--- src/common/psr_pkg.sv ---
/*
 * Package for the program space and return stack block: widths, vectors,
 * boot RAM window, register offsets, field positions, reset values and the
 * core request carrier.
 * Assumes one core clock and an APB register bus with 32-bit data.
 */
package psr_pkg;

	localparam int PC_W = 21;
	localparam int SP_W = 5;
	localparam int STACK_DEPTH = 31;
	localparam int DADDR_W = 12;

	// Vectors
	localparam logic [PC_W-1:0] RESET_VECTOR = 21'h000000;
	localparam logic [PC_W-1:0] INT_VECTOR_HIGH = 21'h000008;
	localparam logic [PC_W-1:0] INT_VECTOR_LOW = 21'h000018;
	localparam logic [PC_W-1:0] PC_STEP = 21'h000002;

	// Program space limit of the reduced variant (256K)
	localparam logic [PC_W-1:0] REDUCED_LIMIT = 21'h040000;
	localparam logic [15:0] NOP_WORD = 16'h0000;
	localparam logic [7:0] NOP_BYTE = 8'h00;

	// Boot RAM window
	localparam logic [PC_W-1:0] BOOT_PROG_BASE = 21'h1FFE00;
	localparam logic [DADDR_W-1:0] BOOT_DATA_BASE = 12'h400;
	localparam logic [DADDR_W-1:0] BOOT_DATA_LAST = 12'h5FF;

	localparam logic [SP_W-1:0] SP_MAX = 5'h1F;
	localparam logic [SP_W-1:0] SP_RESET = 5'h00;

	// Register byte offsets
	localparam logic [11:0] OFS_STACK_POINTER = 12'h000;
	localparam logic [11:0] OFS_TOS_LOW = 12'h004;
	localparam logic [11:0] OFS_TOS_HIGH = 12'h008;
	localparam logic [11:0] OFS_TOS_UPPER = 12'h00C;
	localparam logic [11:0] OFS_MEMORY_CONTROL = 12'h010;
	localparam logic [11:0] OFS_CONFIG_FOUR_LOW = 12'h014;
	localparam logic [11:0] OFS_PC_STATUS = 12'h018;

	// Field positions
	localparam int BIT_STACK_FULL = 7;
	localparam int BIT_STACK_UNDERFLOW = 6;
	localparam int BIT_REMAP = 0;
	localparam int BIT_STACK_ERROR_RESET_ENABLE = 0;
	localparam int BIT_BOOT_EXEC = 21;

	// Reset values
	localparam logic RESET_REMAP = 1'b0;
	localparam logic RESET_STACK_ERROR_RESET_ENABLE = 1'b1;

	typedef enum logic [3:0] {
		OP_NONE,
		OP_STEP,
		OP_JUMP,
		OP_PUSH,
		OP_CALL,
		OP_RELATIVE_CALL,
		OP_INT_ACK,
		OP_RETURN,
		OP_RETURN_WITH_LITERAL,
		OP_RETURN_FROM_INTERRUPT,
		OP_POP
	} psr_op_t;

	typedef struct packed {
		psr_op_t op;
		logic [PC_W-1:0] target;
		logic int_high;
	} psr_core_req_t;

	function automatic logic psr_in_range(input logic [PC_W-1:0] a,
		input logic [PC_W-1:0] lo);
		psr_in_range = (a >= lo);
	endfunction

	function automatic logic psr_is_push(input psr_op_t op);
		psr_is_push = (op == OP_PUSH) || (op == OP_CALL) ||
			(op == OP_RELATIVE_CALL) || (op == OP_INT_ACK);
	endfunction

	function automatic logic psr_is_return(input psr_op_t op);
		psr_is_return = (op == OP_RETURN) || (op == OP_RETURN_WITH_LITERAL) ||
			(op == OP_RETURN_FROM_INTERRUPT);
	endfunction

endpackage

--- src/psr_stack_mem.sv ---
/*
 * Return stack storage: DEPTH words, entry 0 has no storage and reads 0.
 * Read data is registered from the next read address, with write-through.
 * Assumes the caller presents the next pointer as both addresses.
 */
`timescale 1ns/1ps
module psr_stack_mem
	import psr_pkg::*;
#(
	parameter int DEPTH = STACK_DEPTH,
	parameter int W = PC_W,
	parameter int AW = SP_W
)
(
	// Clock and reset
	input wire logic clk,
	input wire logic nrst,
	// Write port
	input wire logic we,
	input wire logic [AW-1:0] waddr,
	input wire logic [W-1:0] wdata,
	// Read port
	input wire logic [AW-1:0] raddr,
	output logic [W-1:0] rdata_q
);

	logic [W-1:0] mem [1:DEPTH];

	// Index 0 is only a reset value, never stored
	always_ff @(posedge clk)
	begin
		if (we && (waddr != '0))
		begin
			mem[waddr] <= wdata;
		end
	end

	always_ff @(posedge clk or negedge nrst)
	begin
		if (!nrst)
		begin
			rdata_q <= '0;
		end
		else if (raddr == '0)
		begin
			rdata_q <= '0;
		end
		else if (we && (waddr == raddr))
		begin
			rdata_q <= wdata;
		end
		else
		begin
			rdata_q <= mem[raddr];
		end
	end

endmodule // psr_stack_mem

--- src/psr_addr_map.sv ---
/*
 * Program address decode: reduced variant limit and boot RAM window.
 * Purely combinational; assumes addresses come from registers upstream.
 */
`timescale 1ns/1ps
module psr_addr_map
	import psr_pkg::*;
#(
	parameter bit REDUCED = 1'b0
)
(
	// Addresses
	input wire logic [PC_W-1:0] fetch_addr,
	input wire logic [PC_W-1:0] tbl_addr,
	input wire logic remap,
	// Decode results
	output logic fetch_beyond,
	output logic tbl_beyond,
	output logic fetch_in_boot,
	output logic [DADDR_W-1:0] boot_ram_addr
);

	assign fetch_beyond = REDUCED && psr_in_range(fetch_addr, REDUCED_LIMIT);
	assign tbl_beyond = REDUCED && psr_in_range(tbl_addr, REDUCED_LIMIT);
	assign fetch_in_boot = remap && psr_in_range(fetch_addr, BOOT_PROG_BASE);
	assign boot_ram_addr = BOOT_DATA_BASE + {3'h0, fetch_addr[8:0]};

endmodule // psr_addr_map

--- src/psr_top.sv ---
/*
 * Program space mapping and return address stack of an 8-bit core:
 * program counter, vectors, boot RAM remap, hardware return stack and
 * its APB register view.
 * Assumes the core presents one request per clock and synchronous inputs.
 */
// Functional notes
// - Keep a 21-bit byte program counter over a 2 Mbyte space.
// - Reduced variant returns NOPs for table reads or non-boot-window fetches beyond 256K.
// - Execution starts at 000000h; interrupts vector to 000008h or 000018h.
// - Remap bit set maps data 400h-5FFh onto program 1FFE00h-1FFFFFh.
// - With remap set, data reads of 400h-5FFh return zero.
// - With remap set, data writes to that RAM change nothing.
// - Table writes to boot addresses go to the external bus only; here they are dropped while executing from boot RAM.
// - Table reads from boot addresses come from the external bus; the reduced variant returns NOPs.
// - Remap bit resets to 0; software sets and clears it freely.
// - External bus is idle while executing from boot RAM.
// - Push on push, call, relative call, interrupt; pop on returns.
// - Stack of 31 by 21 bits; pointer resets to 0, no entry 0.
// - Push increments then writes; pop reads then decrements.
// - Three byte registers read and write the entry at the pointer.
// - Software reads and writes the pointer 0 to 31.
// - Thirty-one pushes set the full flag; only software or reset clear it.
// - Error reset option on: overflow or underflow sets flag and resets.
// - Option off: 31st push sets full, pointer 31, later pushes ignored.
// - Return at pointer 0 loads PC zero, sets underflow, keeps pointer 0.
// - Pointer register: full bit 7, underflow bit 6, bit 5 zero, pointer.
`timescale 1ns/1ps
module psr_top
	import psr_pkg::*;
#(
	parameter bit REDUCED = 1'b0
)
(
	// Clock and reset
	input wire logic clk,
	input wire logic nrst,
	// APB slave
	input wire logic psel,
	input wire logic penable,
	input wire logic pwrite,
	input wire logic [11:0] paddr,
	input wire logic [31:0] pwdata,
	output logic [31:0] prdata,
	output logic pready,
	output logic pslverr,
	// Core sequencing
	input wire psr_core_req_t core_req,
	output logic [PC_W-1:0] pc_q,
	output logic stack_reset_q,
	// Instruction fetch
	input wire logic [15:0] ext_fetch_data,
	input wire logic [15:0] boot_fetch_data,
	output logic boot_fetch_sel,
	output logic [DADDR_W-1:0] boot_ram_addr,
	output logic [15:0] instr_q,
	// Table access
	input wire logic [PC_W-1:0] tbl_addr,
	input wire logic tbl_wr,
	input wire logic [7:0] ext_tbl_data,
	output logic ext_tbl_wr,
	output logic [7:0] tbl_data_q,
	// Data space access to the shared RAM
	input wire logic [DADDR_W-1:0] dmem_addr,
	input wire logic dmem_we,
	input wire logic [7:0] dmem_rdata_in,
	output logic dmem_we_out,
	output logic [7:0] dmem_rdata_q,
	// External system bus control
	output logic ext_bus_en
);

	logic [SP_W-1:0] sp_q;
	logic [SP_W-1:0] sp_d;
	logic full_q;
	logic unf_q;
	logic remap_q;
	logic stack_error_reset_enable_q;
	logic [PC_W-1:0] tos;
	logic mem_we;
	logic [PC_W-1:0] mem_wdata;
	logic is_push;
	logic is_ret;
	logic is_pop;
	logic stack_op;
	logic overflow;
	logic underflow;
	logic err_reset;
	logic fetch_beyond;
	logic tbl_beyond;
	logic fetch_in_boot;
	logic dmem_in_boot;
	logic access;
	logic stack_reg;
	logic wr_ok;
	logic sel_sp;
	logic sel_tl;
	logic sel_th;
	logic sel_tu;
	logic sel_mc;
	logic sel_cf;
	logic sel_pc;
	logic mapped;
	logic [PC_W-1:0] tos_new;

	assign is_push = psr_is_push(core_req.op);
	assign is_ret = psr_is_return(core_req.op);
	assign is_pop = is_ret || (core_req.op == OP_POP);
	assign stack_op = is_push || is_pop;
	assign overflow = is_push && (sp_q == SP_MAX);
	assign underflow = is_pop && (sp_q == SP_RESET);
	assign err_reset = stack_error_reset_enable_q && (overflow || underflow);

	// APB decode
	assign access = psel && penable;
	assign sel_sp = (paddr == OFS_STACK_POINTER);
	assign sel_tl = (paddr == OFS_TOS_LOW);
	assign sel_th = (paddr == OFS_TOS_HIGH);
	assign sel_tu = (paddr == OFS_TOS_UPPER);
	assign sel_mc = (paddr == OFS_MEMORY_CONTROL);
	assign sel_cf = (paddr == OFS_CONFIG_FOUR_LOW);
	assign sel_pc = (paddr == OFS_PC_STATUS);
	assign mapped = sel_sp || sel_tl || sel_th || sel_tu || sel_mc ||
		sel_cf || sel_pc;
	assign stack_reg = sel_sp || sel_tl || sel_th || sel_tu;
	// Stall software stack edits rather than race a core stack operation
	assign pready = !(psel && stack_reg && stack_op);
	assign pslverr = access && !mapped;
	assign wr_ok = access && pready && pwrite && mapped;

	// Next pointer
	always_comb
	begin
		sp_d = sp_q;
		if (err_reset)
		begin
			sp_d = SP_RESET;
		end
		else if (is_push)
		begin
			if (sp_q != SP_MAX)
			begin
				sp_d = sp_q + 5'h01;
			end
		end
		else if (is_pop)
		begin
			if (sp_q != SP_RESET)
			begin
				sp_d = sp_q - 5'h01;
			end
		end
		else if (wr_ok && sel_sp)
		begin
			sp_d = pwdata[SP_W-1:0];
		end
	end

	always_ff @(posedge clk or negedge nrst)
	begin
		if (!nrst)
		begin
			sp_q <= SP_RESET;
		end
		else
		begin
			sp_q <= sp_d;
		end
	end

	// Top of stack byte merge
	always_comb
	begin
		tos_new = tos;
		if (sel_tl)
		begin
			tos_new[7:0] = pwdata[7:0];
		end
		else if (sel_th)
		begin
			tos_new[15:8] = pwdata[7:0];
		end
		else if (sel_tu)
		begin
			tos_new[20:16] = pwdata[4:0];
		end
	end

	// Write address is always the next pointer, so push writes sp_q+1
	assign mem_we = (is_push && !overflow) ||
		(!stack_op && wr_ok && (sel_tl || sel_th || sel_tu));
	assign mem_wdata = is_push ? pc_q : tos_new;

	psr_stack_mem #(
		.DEPTH(STACK_DEPTH),
		.W(PC_W),
		.AW(SP_W)
	) u_stack (
		.clk(clk),
		.nrst(nrst),
		.we(mem_we),
		.waddr(sp_d),
		.wdata(mem_wdata),
		.raddr(sp_d),
		.rdata_q(tos)
	);

	// Full flag: set beats a software clear in the same cycle
	always_ff @(posedge clk or negedge nrst)
	begin
		if (!nrst)
		begin
			full_q <= 1'b0;
		end
		else if (is_push && (sp_q >= SP_MAX - 5'h01))
		begin
			full_q <= 1'b1;
		end
		else if (wr_ok && sel_sp && !pwdata[BIT_STACK_FULL])
		begin
			full_q <= 1'b0;
		end
	end

	always_ff @(posedge clk or negedge nrst)
	begin
		if (!nrst)
		begin
			unf_q <= 1'b0;
		end
		else if (underflow)
		begin
			unf_q <= 1'b1;
		end
		else if (wr_ok && sel_sp && !pwdata[BIT_STACK_UNDERFLOW])
		begin
			unf_q <= 1'b0;
		end
	end

	// Device reset request after a stack error
	always_ff @(posedge clk or negedge nrst)
	begin
		if (!nrst)
		begin
			stack_reset_q <= 1'b0;
		end
		else
		begin
			stack_reset_q <= err_reset;
		end
	end

	// Configuration bits
	always_ff @(posedge clk or negedge nrst)
	begin
		if (!nrst)
		begin
			remap_q <= RESET_REMAP;
			stack_error_reset_enable_q <= RESET_STACK_ERROR_RESET_ENABLE;
		end
		else
		begin
			if (wr_ok && sel_mc)
			begin
				remap_q <= pwdata[BIT_REMAP];
			end
			if (wr_ok && sel_cf)
			begin
				stack_error_reset_enable_q <= pwdata[BIT_STACK_ERROR_RESET_ENABLE];
			end
		end
	end

	// Program counter; returns touch no PC latch, none is kept here
	always_ff @(posedge clk or negedge nrst)
	begin
		if (!nrst)
		begin
			pc_q <= RESET_VECTOR;
		end
		else if (err_reset)
		begin
			pc_q <= RESET_VECTOR;
		end
		else
		begin
			case (core_req.op)
				OP_STEP:
				begin
					pc_q <= pc_q + PC_STEP;
				end
				OP_JUMP, OP_CALL, OP_RELATIVE_CALL:
				begin
					pc_q <= {core_req.target[PC_W-1:1], 1'b0};
				end
				OP_INT_ACK:
				begin
					pc_q <= core_req.int_high ? INT_VECTOR_HIGH :
						INT_VECTOR_LOW;
				end
				OP_RETURN, OP_RETURN_WITH_LITERAL, OP_RETURN_FROM_INTERRUPT:
				begin
					// Entry 0 reads zero, so underflow lands on reset vector
					pc_q <= {tos[PC_W-1:1], 1'b0};
				end
				default:
				begin
					pc_q <= pc_q;
				end
			endcase
		end
	end

	psr_addr_map #(
		.REDUCED(REDUCED)
	) u_map (
		.fetch_addr(pc_q),
		.tbl_addr(tbl_addr),
		.remap(remap_q),
		.fetch_beyond(fetch_beyond),
		.tbl_beyond(tbl_beyond),
		.fetch_in_boot(fetch_in_boot),
		.boot_ram_addr(boot_ram_addr)
	);

	assign boot_fetch_sel = fetch_in_boot;
	assign ext_bus_en = !fetch_in_boot;
	// Table writes never reach boot RAM
	assign ext_tbl_wr = tbl_wr && !fetch_in_boot;

	// Fetched instruction, one cycle behind the PC
	always_ff @(posedge clk or negedge nrst)
	begin
		if (!nrst)
		begin
			instr_q <= NOP_WORD;
		end
		else if (fetch_in_boot)
		begin
			instr_q <= boot_fetch_data;
		end
		else if (fetch_beyond)
		begin
			instr_q <= NOP_WORD;
		end
		else
		begin
			instr_q <= ext_fetch_data;
		end
	end

	// Table reads never use boot RAM; the reduced variant returns NOP beyond 256K, boot window included
	always_ff @(posedge clk or negedge nrst)
	begin
		if (!nrst)
		begin
			tbl_data_q <= NOP_BYTE;
		end
		else
		begin
			tbl_data_q <= tbl_beyond ? NOP_BYTE : ext_tbl_data;
		end
	end

	// Data space view of the remapped RAM
	assign dmem_in_boot = remap_q && (dmem_addr >= BOOT_DATA_BASE) &&
		(dmem_addr <= BOOT_DATA_LAST);
	assign dmem_we_out = dmem_we && !dmem_in_boot;

	always_ff @(posedge clk or negedge nrst)
	begin
		if (!nrst)
		begin
			dmem_rdata_q <= 8'h00;
		end
		else
		begin
			dmem_rdata_q <= dmem_in_boot ? 8'h00 : dmem_rdata_in;
		end
	end

	// Register read mux; unmapped reads return zero
	always_comb
	begin
		prdata = 32'h00000000;
		if (sel_sp)
		begin
			prdata = {24'h000000, full_q, unf_q, 1'b0, sp_q};
		end
		else if (sel_tl)
		begin
			prdata = {24'h000000, tos[7:0]};
		end
		else if (sel_th)
		begin
			prdata = {24'h000000, tos[15:8]};
		end
		else if (sel_tu)
		begin
			prdata = {27'h0000000, tos[20:16]};
		end
		else if (sel_mc)
		begin
			prdata = {31'h00000000, remap_q};
		end
		else if (sel_cf)
		begin
			prdata = {31'h00000000, stack_error_reset_enable_q};
		end
		else if (sel_pc)
		begin
			prdata = {10'h000, fetch_in_boot, pc_q};
		end
	end

endmodule // psr_top

--- config.mk ---
export PLATFORM = sky130hd
export DESIGN_NAME = psr_top
export DESIGN_NICKNAME = d
export VERILOG_FILES = /design/src/common/psr_pkg.sv /design/src/psr_stack_mem.sv /design/src/psr_addr_map.sv /design/src/psr_top.sv
export SDC_FILE = /design/constraint.sdc
export NUM_CORES = 1
export LEC_CHECK = 0
export BUFFER_PORTS_ARGS = -buffer_cell sky130_fd_sc_hd__buf_2
export CAP_MARGIN = 10
export CORE_MARGIN = 2
export CORE_UTILIZATION = 55
export DETAILED_ROUTE_END_ITERATION = 10
export MAX_ROUTING_LAYER = met4
export PLACE_DENSITY_LB_ADDON = 0.08
export SLEW_MARGIN = 20
export SYNTH_ARGS = -nofsm -noshare
export SYNTH_HDL_FRONTEND = slang
export SYNTH_HIERARCHICAL = 1
export SYNTH_SLANG_ARGS = --single-unit
--- constraint.sdc ---
create_clock -name clk -period 10.3 [get_ports clk]
set_clock_uncertainty 0.2 [all_clocks]
set_input_delay 0.515 -clock clk [delete_from_list [all_inputs] [get_ports clk]]
set_output_delay 0.515 -clock clk [all_outputs]
set_load 0.01 [all_outputs]
======== After elaboration in Yosys (flattened, before gate mapping) ========
Memories as Yosys holds them, arrays and structs flattened.
Cells that the tools add are included.
cells by class
  $add $sub $neg .......................... 4
  $lt $le $gt $ge ......................... 4
  equality and inequality tests ........... 18
  mux-type cells .......................... 32
  reductions and logical operators ........ 60
operators with widths
  cell                   count
  $mux 22                7
  $mux 21                4
  $pmux 21 s4            1
  $mux 5                 9
  $eq 12x5->1 const B    3
  $logic_and 1x1->1      25
  $eq 12x4->1 const B    2
  $mux 8                 3
  $add 21x2->21 const B  1
  $ge 21x21->1 const B   1
  $logic_or 1x1->1       17
  $eq 4x3->1 const B     4
  $mux 16                1
  $reduce_bool 5->1      3
  $mux 13                1
  $add 11x9->12 const A  1
  $eq 12x3->1 const B    1
  $eq 4x4->1 const B     3
  $ge 12x11->1 const B   1
  $le 12x11->1 const B   1
  $logic_not 12->1       1
  $logic_not 5->1        2
  $eq 4x2->1 const B     2
  $logic_not 1->1        8
  9 further kinds        16
storage, ports and cells
  bits in registers ....................... 84
  bits in writable memories ............... 651
  input bits .............................. 158
  output and inout port bits .............. 104
  word-level logic and storage cells ...... 130
  memories ................................ 1
memories
  name         depth  width  rd ports  clocked after Yosys merged registers in  write ports  RTL line             source
  u_stack.mem  31     21     1         0                                        1            psr_stack_mem.sv:27  logic [W-1:0] mem [1:DEPTH];

======== Longest topological paths before layout ========
Gate-level depths: netlist (run 1).
  depth in word-level cells ............... 19
  gate-level depth with buffers ........... 16

======== Cells and area by module ========
Netlist (run 1), hierarchy kept.
modules (own cells, without submodules)
  module         instances  cells each  area each (um^2)
  psr_stack_mem  1          1374        26215.1
  psr_top        1          562         4550.6
  psr_addr_map   1          21          146.4

======== Worst setup path after synthesis (run 1) ========
Ideal clock, no wire load.
  path type ............................... input -> register
  from .................................... input core_req[24] (netlist name)
  to ...................................... memory u_stack/mem[10][0] (netlist name), enable pin
  arrival ................................. 3646 ps
  path slack .............................. 6055 ps
  cell stages on the path ................. 9
  cell sequence ........................... clkbuf_1 a21boi_0 o21bai_1 o32ai_1 buf_2 a211oi_1 clkbuf_1 or3b_2 nor2_1
on the way
  cells in the longest elaborated chain, start to end .. 19
  elaborated cells between the ends (all ways) .. 39
ends and longest elaborated chain
  item                                              RTL line                       source
  start, declared                                   psr_top.sv:48                  input wire psr_core_req_t core_req,
  $eq 4x2->1 (tied with other cells)                psr_pkg.sv:79                  psr_is_push = (op == OP_PUSH) || (op == OP_CALL) ||
  $logic_or 1x1->1 (on tied branches) (2 in a row)  psr_pkg.sv:79, psr_pkg.sv:84
  $logic_or 1x1->1 (on tied branches)               psr_pkg.sv:80, psr_top.sv:108
  $logic_or 1x1->1                                  psr_top.sv:109                 assign stack_op = is_push || is_pop;
  $logic_and 1x1->1                                 psr_top.sv:127                 assign pready = !(psel && stack_reg && stack_op);
  $logic_not 1->1                                   psr_top.sv:127
  $logic_and 1x1->1 (3 in a row)                    psr_top.sv:129                 assign wr_ok = access && pready && pwrite && mapped;
  $logic_and 1x1->1                                 psr_top.sv:153                 else if (wr_ok && sel_sp)
  $mux 5                                            psr_top.sv:153
  $mux 5                                            psr_top.sv:146                 else if (is_pop)
  $mux 5                                            psr_top.sv:139                 else if (is_push)
  $mux 5 *                                          psr_top.sv:135                 if (err_reset)
  net sp_d[2]                                       psr_top.sv:74                  logic [SP_W-1:0] sp_d;
  $reduce_bool 5->1                                 psr_stack_mem.sv:32            if (we && (waddr != '0))
  $logic_and 1x1->1                                 psr_stack_mem.sv:32
  $mux 1                                            psr_stack_mem.sv:32
  $mux 1 (not written as such)                      psr_stack_mem.sv:34            mem[waddr] <= wdata;
  end, declared                                     psr_stack_mem.sv:27
Mark *: on every way through the listed nets, which the timed path passes. The rest lies on a longest branch.

======== Worst setup path in the final report (run 1) ========
  from .................................... register sp_q[1]
  to ...................................... register u_stack.rdata_q[20]
on the way
  cells in the longest elaborated chain, start to end .. 8
  elaborated cells between the ends (all ways) .. 23
ends and longest elaborated chain
  item                                                RTL line                        source
  start, declared                                     psr_top.sv:73                   logic [SP_W-1:0] sp_q;
  start signal, assigned                              psr_top.sv:167                  sp_q <= sp_d;
  $reduce_bool 5->1 (tied with other cells)           psr_top.sv:148                  if (sp_q != SP_RESET)
  $mux 5 (tied with other cells)                      psr_top.sv:148
  $mux 5 / $logic_or 1x1->1 (equally long branches)   psr_top.sv:146, psr_top.sv:112
  $mux 5 / $logic_and 1x1->1 (equally long branches)  psr_top.sv:139, psr_top.sv:112
  $mux 5 *                                            psr_top.sv:135
  net sp_d[0]                                         psr_top.sv:74
  $mem_v2 31x21                                       n/a
  $mux 21                                             psr_stack_mem.sv:48             else if (we && (waddr == raddr))
  $mux 21 *                                           psr_stack_mem.sv:44             else if (raddr == '0)
  end signal, assigned                                psr_stack_mem.sv:50             rdata_q <= wdata;
  end signal, assigned                                psr_stack_mem.sv:54             rdata_q <= mem[raddr];
  end, declared                                       psr_stack_mem.sv:24             output logic [W-1:0] rdata_q
Marked as above.
A chain may end at the register's enable or synchronous reset.

==> results of run 1 <==
metrics by stage:
stage                     hold slack (ns)   util
final                              0.0714  0.649
after global routing               0.0559  0.649
after CTS                          0.0413  0.646
after detailed placement            0.296  0.593
after global placement              0.302  0.593
after floorplan                    0.0194      -
worst reg2reg max path, stage by stage, from the launching register on:
cell and delay [ns]:
sky130_fd_sc_hd__dfrtp_1 0.49, sky130_fd_sc_hd__inv_1 0.17, sky130_fd_sc_hd__ha_1 0.22, sky130_fd_sc_hd__nor4b_1 0.65
sky130_fd_sc_hd__o21ai_0 0.16, sky130_fd_sc_hd__o22ai_1 0.19, sky130_fd_sc_hd__o311a_4 0.58, sky130_fd_sc_hd__buf_4 0.75
sky130_fd_sc_hd__mux4_2 0.60, sky130_fd_sc_hd__a2111oi_0 1.12, sky130_fd_sc_hd__o41ai_1 0.17
area by class of cell:
cell class / count / area, um2 / share of cell area
sequential: 734 / 21600 / 0.603
inverter: 14 / 52.6 / 0.00146
antenna: 1 / 2.50 / 0.0000697
timing repair buffer: 313 / 2120 / 0.0590
multi-input combinational: 1072 / 8730 / 0.243
clock inverter: 38 / 434 / 0.0121
clock buffer: 96 / 1980 / 0.0551
tap: 748 / 936 / 0.0261
routing by layer:
layer,part of all wire,wire [um]
met5,0,0
met4,0.028,2210
met3,0.083,6630
met2,0.46,36500
met1,0.43,34300
worst min path at each step:
stage,cells past startpoint,slack [ns],endpoint
CTS,3,0.04,pc_q[11]$_DFFE_PN0P_
global route,3,0.06,pc_q[11]$_DFFE_PN0P_
floorplan,0,0.02,dmem_rdata_q[0]$_DFF_PN0_
detailed placement,2,0.30,full_q$_DFFE_PN0P_
finish,3,0.07,pc_q[19]$_DFFE_PN0P_
global placement,2,0.30,full_q$_DFFE_PN0P_
cell families (layout without fill, tap and decap cells):
family,Yosys count,count (layout)
compound gates,354,354
xor+xnor,16,16
fa+ha+maj,4,4
buf+inv,165,461
flops,734,734
mux,273,273
other cells,3,18
simple gates,408,408
registers in the layout (all words and copies together) (netlist names):
signal,count
stack_error_reset_enable_q,1
unf_q,1
full_q,1
u_stack/rdata_q,21
pc_q,20
tbl_data_q,8
sp_q,5
instr_q,16
remap_q,1
stack_reset_q,1
dmem_rdata_q,8
u_stack/mem,651
Yosys cell counts (all sizes together) (8+ instances only):
cell type and count:
edfxtp 651, mux2i 191, nand2 149, nor2 106
buf 82, dfrtp 82, mux4 70, clkbuf 69
a21oi 67, o21ai 61, a22oi 32, a211oi 31
nor2b 26, o221ai 20, and2 19, nand3 19
nor3 19, o22ai 18, a31oi 17, a22o 15
a32o 15, a41oi 14, inv 13, nand2b 13
mux2 12, xnor2 9, a2111oi 8
cells in the final DEF (no fill, tap or decap), drive strengths merged, types with 14 or more instances in the layout:
cell	n
a211oi	31
a21oi	67
a22o	15
a22oi	32
a31oi	17
a32o	15
a41oi	14
and2	19
buf	259
clkbuf	96
clkinv	24
conb	17
dfrtp	82
dlygate4sd3	54
edfxtp	651
inv	17
mux2i	191
mux4	70
nand2	149
nand3	19
nor2	106
nor2b	26
nor3	19
o21ai	61
o221ai	20
o22ai	18
power groups by stage:
stage | Clock [mW] | Combinational [mW] | Sequential [mW]
2_1_floorplan | 0 | 2.27 | 3.91
3_3_place_gp | 0 | 3.30 | 3.97
3_5_place_dp | 0 | 3.37 | 3.97
4_1_cts | 2.72 | 3.40 | 3.91
5_1_grt | 2.83 | 3.68 | 3.93
6_report | 2.67 | 3.46 | 3.92
==> results.md, run 1 <==
- Setup crit start: sp_q[1]$_DFF_PN0_
- DP Wirelength: slightly below 50000 um
- Mean instance size in the synthesized netlist: roughly 16 um2
- Number of remaining DRC errors: 0
- First-pass GRT wire length: 116000 um
- Gates resized, CTS repair: 0
- Final critical-path setup slack: 4.83 ns
- Number of clock sinks: between 700 and 800
- Die Area: 58100 um2
- Met3 usage in global routing: 0.0374
- Sequential power share: 0.390
- Count of buffer and inverter cells on the critical path: 2
- Clock Path Buffers: 3
- Slew at the pin closest to its max-slew limit: 1.29 ns
- TritonCTS clock tree: yes
- Register-to-register path setup slack: 4.83 ns
- Non-filler instance count after layout: about 3000
- Clock root buffer master: sky130_fd_sc_hd__clkbuf_16
- Psw: ~3.5 mW
- Adder and majority cell fraction of the synthesized area: 0.00162
- CTS H-tree lvls: 3
- Pleak: 12.8 nW
- Vias after detailed routing: between 15000 and 20000
- Relative slew slack: 0.119
- Type of the worst min-delay path: primary input to register
- Synthesized-area fraction occupied by ao, oa, aoi and oai cells: 0.0813
- Post-synthesis share of cell area spent on xor and xnor gates: 0.00453
- Status: finished, final reports clean
- Die extent in y: approximately 240 um
- Die span in x: 241 um
- # Max-Cap Violations: 0
- Areal power density over the cells: 280 nW/um2
- Pint: 6.55 mW
- Core region area: 55300 um2
- Portion of netlist area occupied by mux cells: 0.118
- VDD IR max: 280 uV
- Leading register cell type out of synthesis: sky130_fd_sc_hd__edfxtp_1
- Count of unique library cells instantiated by Yosys: between 80 and 90
- Top achievable clock speed: 0.183 GHz
- Data arrival at the endpoint of the critical path: 5.70 ns
- Synth area leaders: sky130_fd_sc_hd__edfxtp_1, sky130_fd_sc_hd__dfrtp_1, sky130_fd_sc_hd__mux2i_1
- ANT nets after route: 0
- Sequential-to-total area share from yosys stat: 0.700
- Routability congestion estimate: 0.959
- Post-synth ARST share: 0.113
- Hold-fix buffers at CTS: between 50 and 60
- Via count of the first global-routing pass: 17600
- Global-route total usage across every layer: 0.286
- CP Cell Sequence: inv_1 > ha_1 > nor4b_1 > o21ai_0 > o22ai_1 > o311a_4 > buf_4 > mux4_2 > a2111oi_0 > o41ai_1
- Hold Violations, Final: 0
- Combinational group share of total power: 0.344
- Initial Utilization: 0.559
- Proportion of layout cells with a drive suffix above 1: 0.234
- Reg2reg start: sp_q[1]$_DFF_PN0_
- I/O pins: approximately 260
- Endpoints failing setup: 0
- RSZ-0062 raised after global routing: false
- Share of total power consumed by net switching: 0.348
- Critical-path top delay cell: sky130_fd_sc_hd__a2111oi_0
- CP top delay family: compound AO/OA/AOI/OAI gates
- Cell row count: 86
- Fill count: 3981
- Type of element capturing the critical path: register
- Register bit count reported by yosys: 734
- Number of input and output port buffers inserted: 191
- Final worst-path cycle share: 0.531
- Relative area change from synthesis to final layout: 16.1%
- Global-route met2 utilization: 0.427
- Share of the synthesized area in the top cell type: 0.632
- Worst R2R Path Depth: 10
- Net count reported at finish: 2371
- Number of antenna violations at the first check in global routing: 0
- Min-delay src: core_req[20]
- Pwr Total: 10.1 mW
- Main combinational cell family by area after synthesis: multiplexers
- Share of synthesized cell area in and, or, nand and nor gates: 0.0636
- Post-CTS repair timing setup buffer count: 0
- Global routing usage on met1: 0.410
- Required arrival time at the worst endpoint: 10.53 ns
- Number of instances in the synthesized netlist: 1957
- Initial DRC count: approximately 2200
- Placed inst area: around 33000 um2
- Max incr delay on CP: 1.12 ns
- Highest net fanout along the worst path: 38
- Leftover overflow at the end of global routing: 0
- Wire length after detailed routing: between 70000 and 80000 um
- EDFF count, synth: around 650
- Synthesized area: 30900 um2
- Yosys top cell by area: sky130_fd_sc_hd__edfxtp_1
- Post-layout minimum cycle time: 5.47 ns
- Clock latency on the worst-skew pair: 0.61 ns
- Number of clock buffers inserted by TritonCTS: 74
- Crit. path cell count: 10
- Number of detailed-routing iterations run before antenna repair: 7
- Busiest metal layer after global routing: met2
- Non-Filler Cell Area, Final: approximately 36000 um2
- Type of the worst setup path: register to register
- Critical Path Start Type: register
- Placed instance count: approximately 2800
- Clock transition at the register clock pins on the worst setup and hold paths after CTS: 0.06 ns
- Termination of the worst setup path: u_stack/rdata_q[20]$_DFF_PN0_
- Final number of max-transition violations: 0
- Maximum number of pins on one net before global-route repair: 118
- Synth warnings: 6
- Mean number of vias per cell: 6.15
- Routed wire length per instance: 26.4 um
- Clk pwr share: 0.266
- Setup total negative slack: 0 ns
- Worst setup slack after placement: 4.34 ns
- Reg-to-Reg End: u_stack/rdata_q[20]$_DFF_PN0_
Power figures use the tool's default switching activity.
==> run 2, diff against run 1 <==
==> constraint.sdc (replaced) <==
create_clock -name clk -period 5.7 [get_ports clk]
set_clock_uncertainty 0.2 [all_clocks]
set_input_delay 0.285 -clock clk [delete_from_list [all_inputs] [get_ports clk]]
set_output_delay 0.285 -clock clk [all_outputs]
set_load 0.01 [all_outputs]
==> run 2 against run 1 <==
  * Critical path depth is 3 higher
  * Utilization is 0.67 points higher
  * Sequential share of layout area is 0.62 points lower
  * Critical path type unchanged
  * Highest routed layer unchanged
==> results.md, run 2 (synthesis results as in run 1) <==
- Hold-fix buffers at CTS: 74 (+37%)
- Non-Filler Cell Area, Final: 36300 um2 (+1.0%)
- Count of buffer and inverter cells on the critical path: 3 (+1)
- Post-layout minimum cycle time: 4.94 ns (-0.531 ns)
- Type of the worst min-delay path: primary input to register
- Clk pwr share: 0.256 (-0.010)
- First-pass GRT wire length: 118000 um (+1.9%)
- Slew at the pin closest to its max-slew limit: 1.12 ns (-0.171 ns)
- Clock latency on the worst-skew pair: 0.61 ns (about the same)
- Via count of the first global-routing pass: 18200 (+3.4%)
- Final worst-path cycle share: 0.866 (+0.335)
- Routed wire length per instance: 26.5 um (+0.40%)
- Die span in x: 241 um (unchanged)
- Number of clock buffers inserted by TritonCTS: 75 (+1.4%)
- Die extent in y: 241 um (unchanged)
- RSZ-0062 raised after global routing: false
- Type of element capturing the critical path: register
- Net count reported at finish: 2422 (+2.2%)
- Global-route total usage across every layer: 0.291 (+0.00497)
- DP Wirelength: 49700 um (+3.2%)
- Cell row count: 86 (unchanged)
- Type of the worst setup path: register to register
- Routability congestion estimate: 0.975 (+1.6%)
- Vias after detailed routing: 18900 (+1.7%)
- CP Cell Sequence: inv_1 > ha_1 > nor4b_1 > o21ai_0 > o22ai_1 > o311a_4 > buf_12 > buf_4 > mux2i_1 > o221ai_1 > a21oi_1 > o21ai_1 > a32o_1
- Post-CTS repair timing setup buffer count: 0 (unchanged)
- Highest net fanout along the worst path: 39 (+2.6%)
- Commonest cells after routing, fill and taps aside: sky130_fd_sc_hd__edfxtp_1, sky130_fd_sc_hd__mux2i_1, sky130_fd_sc_hd__buf_2
- CP top delay family: compound AO/OA/AOI/OAI gates
- Required arrival time at the worst endpoint: 5.99 ns (-4.54 ns)
- Critical Path Start Type: register
- Number of clock sinks: 734 (unchanged)
- Relative slew slack: 0.249 (+0.130)
- Data arrival at the endpoint of the critical path: 5.22 ns (-0.48 ns)
- Sequential power share: 0.393 (+0.003)
- Combinational group share of total power: 0.351 (+0.007)
- Gates resized, CTS repair: 0 (unchanged)
- Initial Utilization: 0.559 (unchanged)
- Placed inst area: 33100 um2 (+1.0%)
- Proportion of layout cells with a drive suffix above 1: 0.238 (+0.00433)
- Areal power density over the cells: 499 nW/um2 (+78%)
- Pwr Total: 18.1 mW (+80%)
- Commonest non-fill, non-tap cell in the layout: sky130_fd_sc_hd__edfxtp_1
- VDD IR max: 343 uV (+23%)
- Top sig layer: met4
- Met3 Wirelength: 6090 um (-8.1%)
- Status: finished, final reports clean
- Routed metal-1 wirelength: 34500 um (+0.66%)
- # Max-Cap Violations: 0 (unchanged)
- Psw: 6.26 mW (+79%)
- Core region area: 55300 um2 (unchanged)
- Hold Violations, Final: 0 (unchanged)
- Clock transition at the register clock pins on the worst setup and hold paths after CTS: 0.06 ns (about the same)
- Endpoints failing setup: 0 (unchanged)
- Initial DRC count: 2153 (-1.1%)
- Mean number of vias per cell: 6.17 (+0.19%)
- Pleak: 13.0 nW (+1.6%)
- Pint: 11.8 mW (+80%)
- Number of detailed-routing iterations run before antenna repair: 9 (+2)
- Critical-path top delay cell: sky130_fd_sc_hd__o311a_4
- Leftover overflow at the end of global routing: 0 (unchanged)
- Clock Path Buffers: 3 (unchanged)
- Setup total negative slack: 0 ns (unchanged)
- Largest registers ranked by flip-flop count: u_stack/mem x651, u_stack/rdata_q x21, pc_q x20
- Number of antenna violations at the first check in global routing: 1 (+1)
- ANT nets after route: 0 (unchanged)
- Top achievable clock speed: 0.203 GHz (+11%)
- Relative area change from synthesis to final layout: 17.3%
- Count of inserted antenna diode cells: 0 (-1)
- Share of total power consumed by net switching: 0.346 (-0.00198)
- I/O pins: 262 (unchanged)
- Final number of max-transition violations: 0 (unchanged)
- Maximum number of pins on one net before global-route repair: 84 (-29%)
- TritonCTS clock tree: yes
- Most flops, register: u_stack/mem
- Clock root buffer master: sky130_fd_sc_hd__clkbuf_16
- Number of input and output port buffers inserted: 191 (unchanged)
- Met2 wire length: 38100 um (+4.1%)
- Flip-flop count of the largest register after layout: 651 (unchanged)
- Max incr delay on CP: 0.82 ns (-0.30 ns)
- Wire length after detailed routing: 81200 um (+1.9%)
- Number of remaining DRC errors: 0 (unchanged)
- CTS H-tree lvls: 3 (unchanged)
- Die Area: 58100 um2 (unchanged)
==> run 2: changes by cell type in the layout (fill, tap and decap cells not counted), sizes merged, moves of 3 or more <==
cell	change
buf	+30
dlygate4sd3	+20
clkinv	+9
bufinv	-5
clkbuf	-3
inv	-3
==> run 2: layout make-up <==
type | count | area [um2]
multi-input combinational | 1072 | 8720
timing repair buffer | 363 | 2620
fill | 3905 | 19100
clock inverter | 38 | 285
sequential | 734 | 21600
inverter | 14 | 52.6
clock buffer | 93 | 2020
tap | 748 | 936
==> run 2: power groups by stage <==
stage | Clock (mW) | Sequential, mW | Combinational [mW]
detailed placement | 0 | 7.20 | 6.20
global route | 4.94 | 7.12 | 6.72
floorplan | 0 | 7.07 | 4.10
global placement | 0 | 7.20 | 6.09
CTS | 4.72 | 7.09 | 6.28
finish | 4.62 | 7.11 | 6.34
==> run 2: per-layer routing <==
layer | GRT usage | up-vias
li1 | - | 8287
met1 | 0.407 | 9628
met2 | 0.441 | 831
met3 | 0.0397 | 133
met4 | 0.105 | 0
met5 | - | -
==> run 2: worst paths after layout <==
kind,to,from,slack [ns],cells past startpoint
max in group asynchronous,dmem_rdata_q[0]$_DFF_PN0_,nrst,4.62,2
worst min register to register,stack_error_reset_enable_q$_DFFE_PN1P_,stack_error_reset_enable_q$_DFFE_PN1P_,0.46,1
worst min-delay path,stack_error_reset_enable_q$_DFFE_PN1P_,paddr[2],0.03,4
worst max register to register,u_stack/rdata_q[9]$_DFF_PN0_,sp_q[0]$_DFF_PN0_,0.76,13
min in group asynchronous,instr_q[14]$_DFF_PN0_,nrst,0.10,2
worst max-delay path,u_stack/rdata_q[9]$_DFF_PN0_,sp_q[0]$_DFF_PN0_,0.76,13
==> run 2: metrics by stage <==
step,worst slack (ns),std cells,hold WS (ns),utilization
finish,0.762,3062,0.0339,0.655
detailed placement,0.841,2855,0.302,0.599
global route,0.501,3062,0.0309,0.655
global placement,0.963,2855,0.296,0.599
floorplan,1.52,1971,-0.211,-
CTS,0.791,3060,0.00790,0.654
==> run 2: tightest hold or removal path: cells and delay by family <==
kind	cells	cell delay, ns
mux	1	0.21
simple gates	2	0.13
buf+inv	1	0.18
==> run 3, diff against run 2 <==
==> constraint.sdc (replaced) <==
create_clock -name clk -period 5.25 [get_ports clk]
set_clock_uncertainty 0.2 [all_clocks]
set_input_delay 0.2625 -clock clk [delete_from_list [all_inputs] [get_ports clk]]
set_output_delay 0.2625 -clock clk [all_outputs]
set_load 0.01 [all_outputs]
==> run 3 against run 2 <==
  * Sequential power increased by 8.3%
  * Cell count increased by 1.1%
  * First-iteration DRC count decreased by 5.9%
  * Clock power increased by 9.5%
  * Routed wire length increased by 0.47%
  * Worst hold slack improved by 0.00061 ns
  * Combinational power increased by 12%
  * Global-route usage increased by 0.32 points
  * Sequential cell count unchanged
  * Die area unchanged
  * Setup slack got worse by 0.13 ns
  * Power increased by 10%
  * Critical path type unchanged
  * Largest power group unchanged
  * Highest routed layer unchanged
==> results.md, run 3 (synthesis results as in run 1) <==
- Via count of the first global-routing pass: 18800 (+3.1%)
- Global-route total usage across every layer: 0.294 (+0.00315)
- Worst setup slack after placement: 0.529 ns (-0.313 ns)
- Number of detailed-routing iterations run before antenna repair: 7 (-2)
- Number of input and output port buffers inserted: 191 (unchanged)
- Clock latency on the worst-skew pair: 0.62 ns (about the same)
- Share of total power consumed by net switching: 0.348 (+0.00125)
- Relative area change from synthesis to final layout: 18.4%
- Count of buffer and inverter cells on the critical path: 3 (unchanged)
- CP Cell Sequence: inv_1 > ha_1 > nor4b_1 > buf_4 > o21ai_0 > o22ai_1 > o311a_4 > buf_12 > mux2i_1 > o221ai_1 > a21oi_1 > o21ai_1 > a32o_1
- Net count reported at finish: 2451 (+1.2%)
- Max incr delay on CP: 0.73 ns (-0.09 ns)
- CTS H-tree lvls: 3 (unchanged)
- Flip-flop count of the largest register after layout: 651 (unchanged)
- Cell row count: 86 (unchanged)
- Vias after detailed routing: 19000 (+0.83%)
- Leftover overflow at the end of global routing: 0 (unchanged)
- Routed wire length per instance: 26.4 um (-0.63%)
- Wire length after detailed routing: 81600 um (+0.47%)
- Psw: 6.91 mW (+10%)
- Final worst-path cycle share: 0.879 (+0.0128)
- Status: finished, final reports clean
- Type of the worst setup path: register to register
- Sequential power share: 0.387 (-0.006)
- Most flops, register: u_stack/mem
- Clk pwr share: 0.255 (about the same)
- Required arrival time at the worst endpoint: 5.53 ns (-0.46 ns)
- Setup total negative slack: 0 ns (unchanged)
- Top achievable clock speed: 0.217 GHz (+7.0%)
- Critical-path top delay cell: sky130_fd_sc_hd__o311a_4
- Critical Path Start Type: register
- Pint: 13.0 mW (+9.7%)
- Number of antenna violations at the first check in global routing: 1 (unchanged)
- Relative slew slack: 0.251 (+0.00229)
- I/O pins: 262 (unchanged)
- Core region area: 55300 um2 (unchanged)
- Non-filler instance count after layout: 3096 (+1.1%)
- # Max-Cap Violations: 0 (unchanged)
- RSZ-0062 raised after global routing: false
- Routability congestion estimate: 0.909 (-6.7%)
- Initial Utilization: 0.559 (unchanged)
- Commonest non-fill, non-tap cell in the layout: sky130_fd_sc_hd__edfxtp_1
- Die Area: 58100 um2 (unchanged)
- First-pass GRT wire length: 120000 um (+1.1%)
- Final critical-path setup slack: 0.634 ns (-0.128 ns)
- Combinational group share of total power: 0.358 (+0.007)
- Number of clock buffers inserted by TritonCTS: 76 (+1.3%)
- TritonCTS clock tree: yes
- ANT nets after route: 0 (unchanged)
- DP Wirelength: 51400 um (+3.4%)
- Number of clock sinks: 734 (unchanged)
- Areal power density over the cells: 543 nW/um2 (+8.9%)
- Post-layout minimum cycle time: 4.62 ns (-0.322 ns)
- Initial DRC count: 2026 (-5.9%)
- Pleak: 13.2 nW (+1.4%)
- Pwr Total: 19.9 mW (+10%)
- Highest net fanout along the worst path: 32 (-18%)
- Clock Path Buffers: 3 (unchanged)
- Mean number of vias per cell: 6.15 (-0.28%)
- Die extent in y: 241 um (unchanged)
- Placed inst area: 33300 um2 (+0.55%)
- Endpoints failing setup: 0 (unchanged)
- Type of the worst min-delay path: primary input to register
- Post-CTS repair timing setup buffer count: 0 (unchanged)
- Commonest cells after routing, fill and taps aside: sky130_fd_sc_hd__edfxtp_1, sky130_fd_sc_hd__mux2i_1, sky130_fd_sc_hd__buf_2
- Final number of max-transition violations: 0 (unchanged)
- Largest registers ranked by flip-flop count: u_stack/mem x651, u_stack/rdata_q x21, pc_q x20
- Clock transition at the register clock pins on the worst setup and hold paths after CTS: 0.06 ns (about the same)
- Non-Filler Cell Area, Final: 36600 um2 (+0.94%)
- Proportion of layout cells with a drive suffix above 1: 0.242 (+0.00357)
- Die span in x: 241 um (unchanged)
- Gates resized, CTS repair: 0 (unchanged)
- CP top delay family: compound AO/OA/AOI/OAI gates
- Number of remaining DRC errors: 0 (unchanged)
- Placed instance count: 2871 (+0.56%)
- Slew at the pin closest to its max-slew limit: 1.12 ns (+0.00516 ns)
- Hold Violations, Final: 0 (unchanged)
- Clock root buffer master: sky130_fd_sc_hd__clkbuf_16
- VDD IR max: 352 uV (+2.6%)
- Type of element capturing the critical path: register
- Data arrival at the endpoint of the critical path: 4.89 ns (-0.33 ns)
- Maximum number of pins on one net before global-route repair: 57 (-32%)
run 3: cell count changes in the layout (fill, tap and decap cells not counted), sizes merged:
cell and delta:
clkinv -9, clkbuf +12, inv +2, buf +18, diode +2, bufinv -1
dlygate4sd3 +10
run 3: final timing paths:
kind                                     start                      endpoint  slack [ns]  cells after the start
max                          sp_q[1]$_DFF_PN0_  u_stack/rdata_q[0]$_DFF_PN0_        0.63                     13
min                               core_req[13]          pc_q[12]$_DFFE_PN0P_        0.03                      5
min reg2reg                remap_q$_DFFE_PN0P_           remap_q$_DFFE_PN0P_        0.51                      1
max in group asynchronous                 nrst       tbl_data_q[7]$_DFF_PN0_        3.62                      4
min in group asynchronous                 nrst          instr_q[5]$_DFF_PN0_        0.50                      4
max reg2reg                  sp_q[1]$_DFF_PN0_  u_stack/rdata_q[0]$_DFF_PN0_        0.63                     13
run 3: power by group through the flow:
| stage | logic [mW] | clock network [mW] | registers [mW] |
|---|---|---|---|
| after global routing | 7.56 | 5.38 | 7.72 |
| after global placement | 6.83 | 0 | 7.79 |
| after CTS | 7.03 | 5.14 | 7.69 |
| final | 7.11 | 5.06 | 7.70 |
| after detailed placement | 6.95 | 0 | 7.81 |
| after floorplan | 4.45 | 0 | 7.68 |
run 3: layout make-up:
class,count,area (um2)
inverters,14,52.6
well taps,748,936
fillers,3882,18700
multi-input cells,1072,8710
diodes,2,5.00
flip-flops and latches,734,21600
clock buffers,105,2070
repair buffers,391,2940
clock inverters,30,243
run 3: worst min-delay path: stages:
cell and delay, ns:
sky130_fd_sc_hd__buf_2 0.12, sky130_fd_sc_hd__nor2_1 0.10, sky130_fd_sc_hd__a21oi_1 0.07, sky130_fd_sc_hd__o22ai_1 0.18, sky130_fd_sc_hd__a211oi_1 0.07
run 3: routing by layer:
layer  vias to the layer above  GRT usage  part of all wire
met4                         0      0.108             0.032
met1                      9670      0.404              0.42
met3                       144     0.0487             0.083
met2                       877      0.447              0.47
met5                         -          -                 0
li1                       8344          -                 -
run 3: metrics by stage:
| step | hold slack, ns | utilization |
|---|---|---|
| 4_1_cts | 0.0215 | 0.660 |
| 3_3_place_gp | 0.0124 | 0.602 |
| 3_5_place_dp | 0.0192 | 0.602 |
| 5_1_grt | 0.0289 | 0.662 |
| 2_1_floorplan | -0.233 | - |
| 6_report | 0.0345 | 0.662 |
run 3: what timing repair did:
item	CTS	global route
hold buffers	85	0
setup endpoints to repair	0	0
hold endpoints to repair	112	0
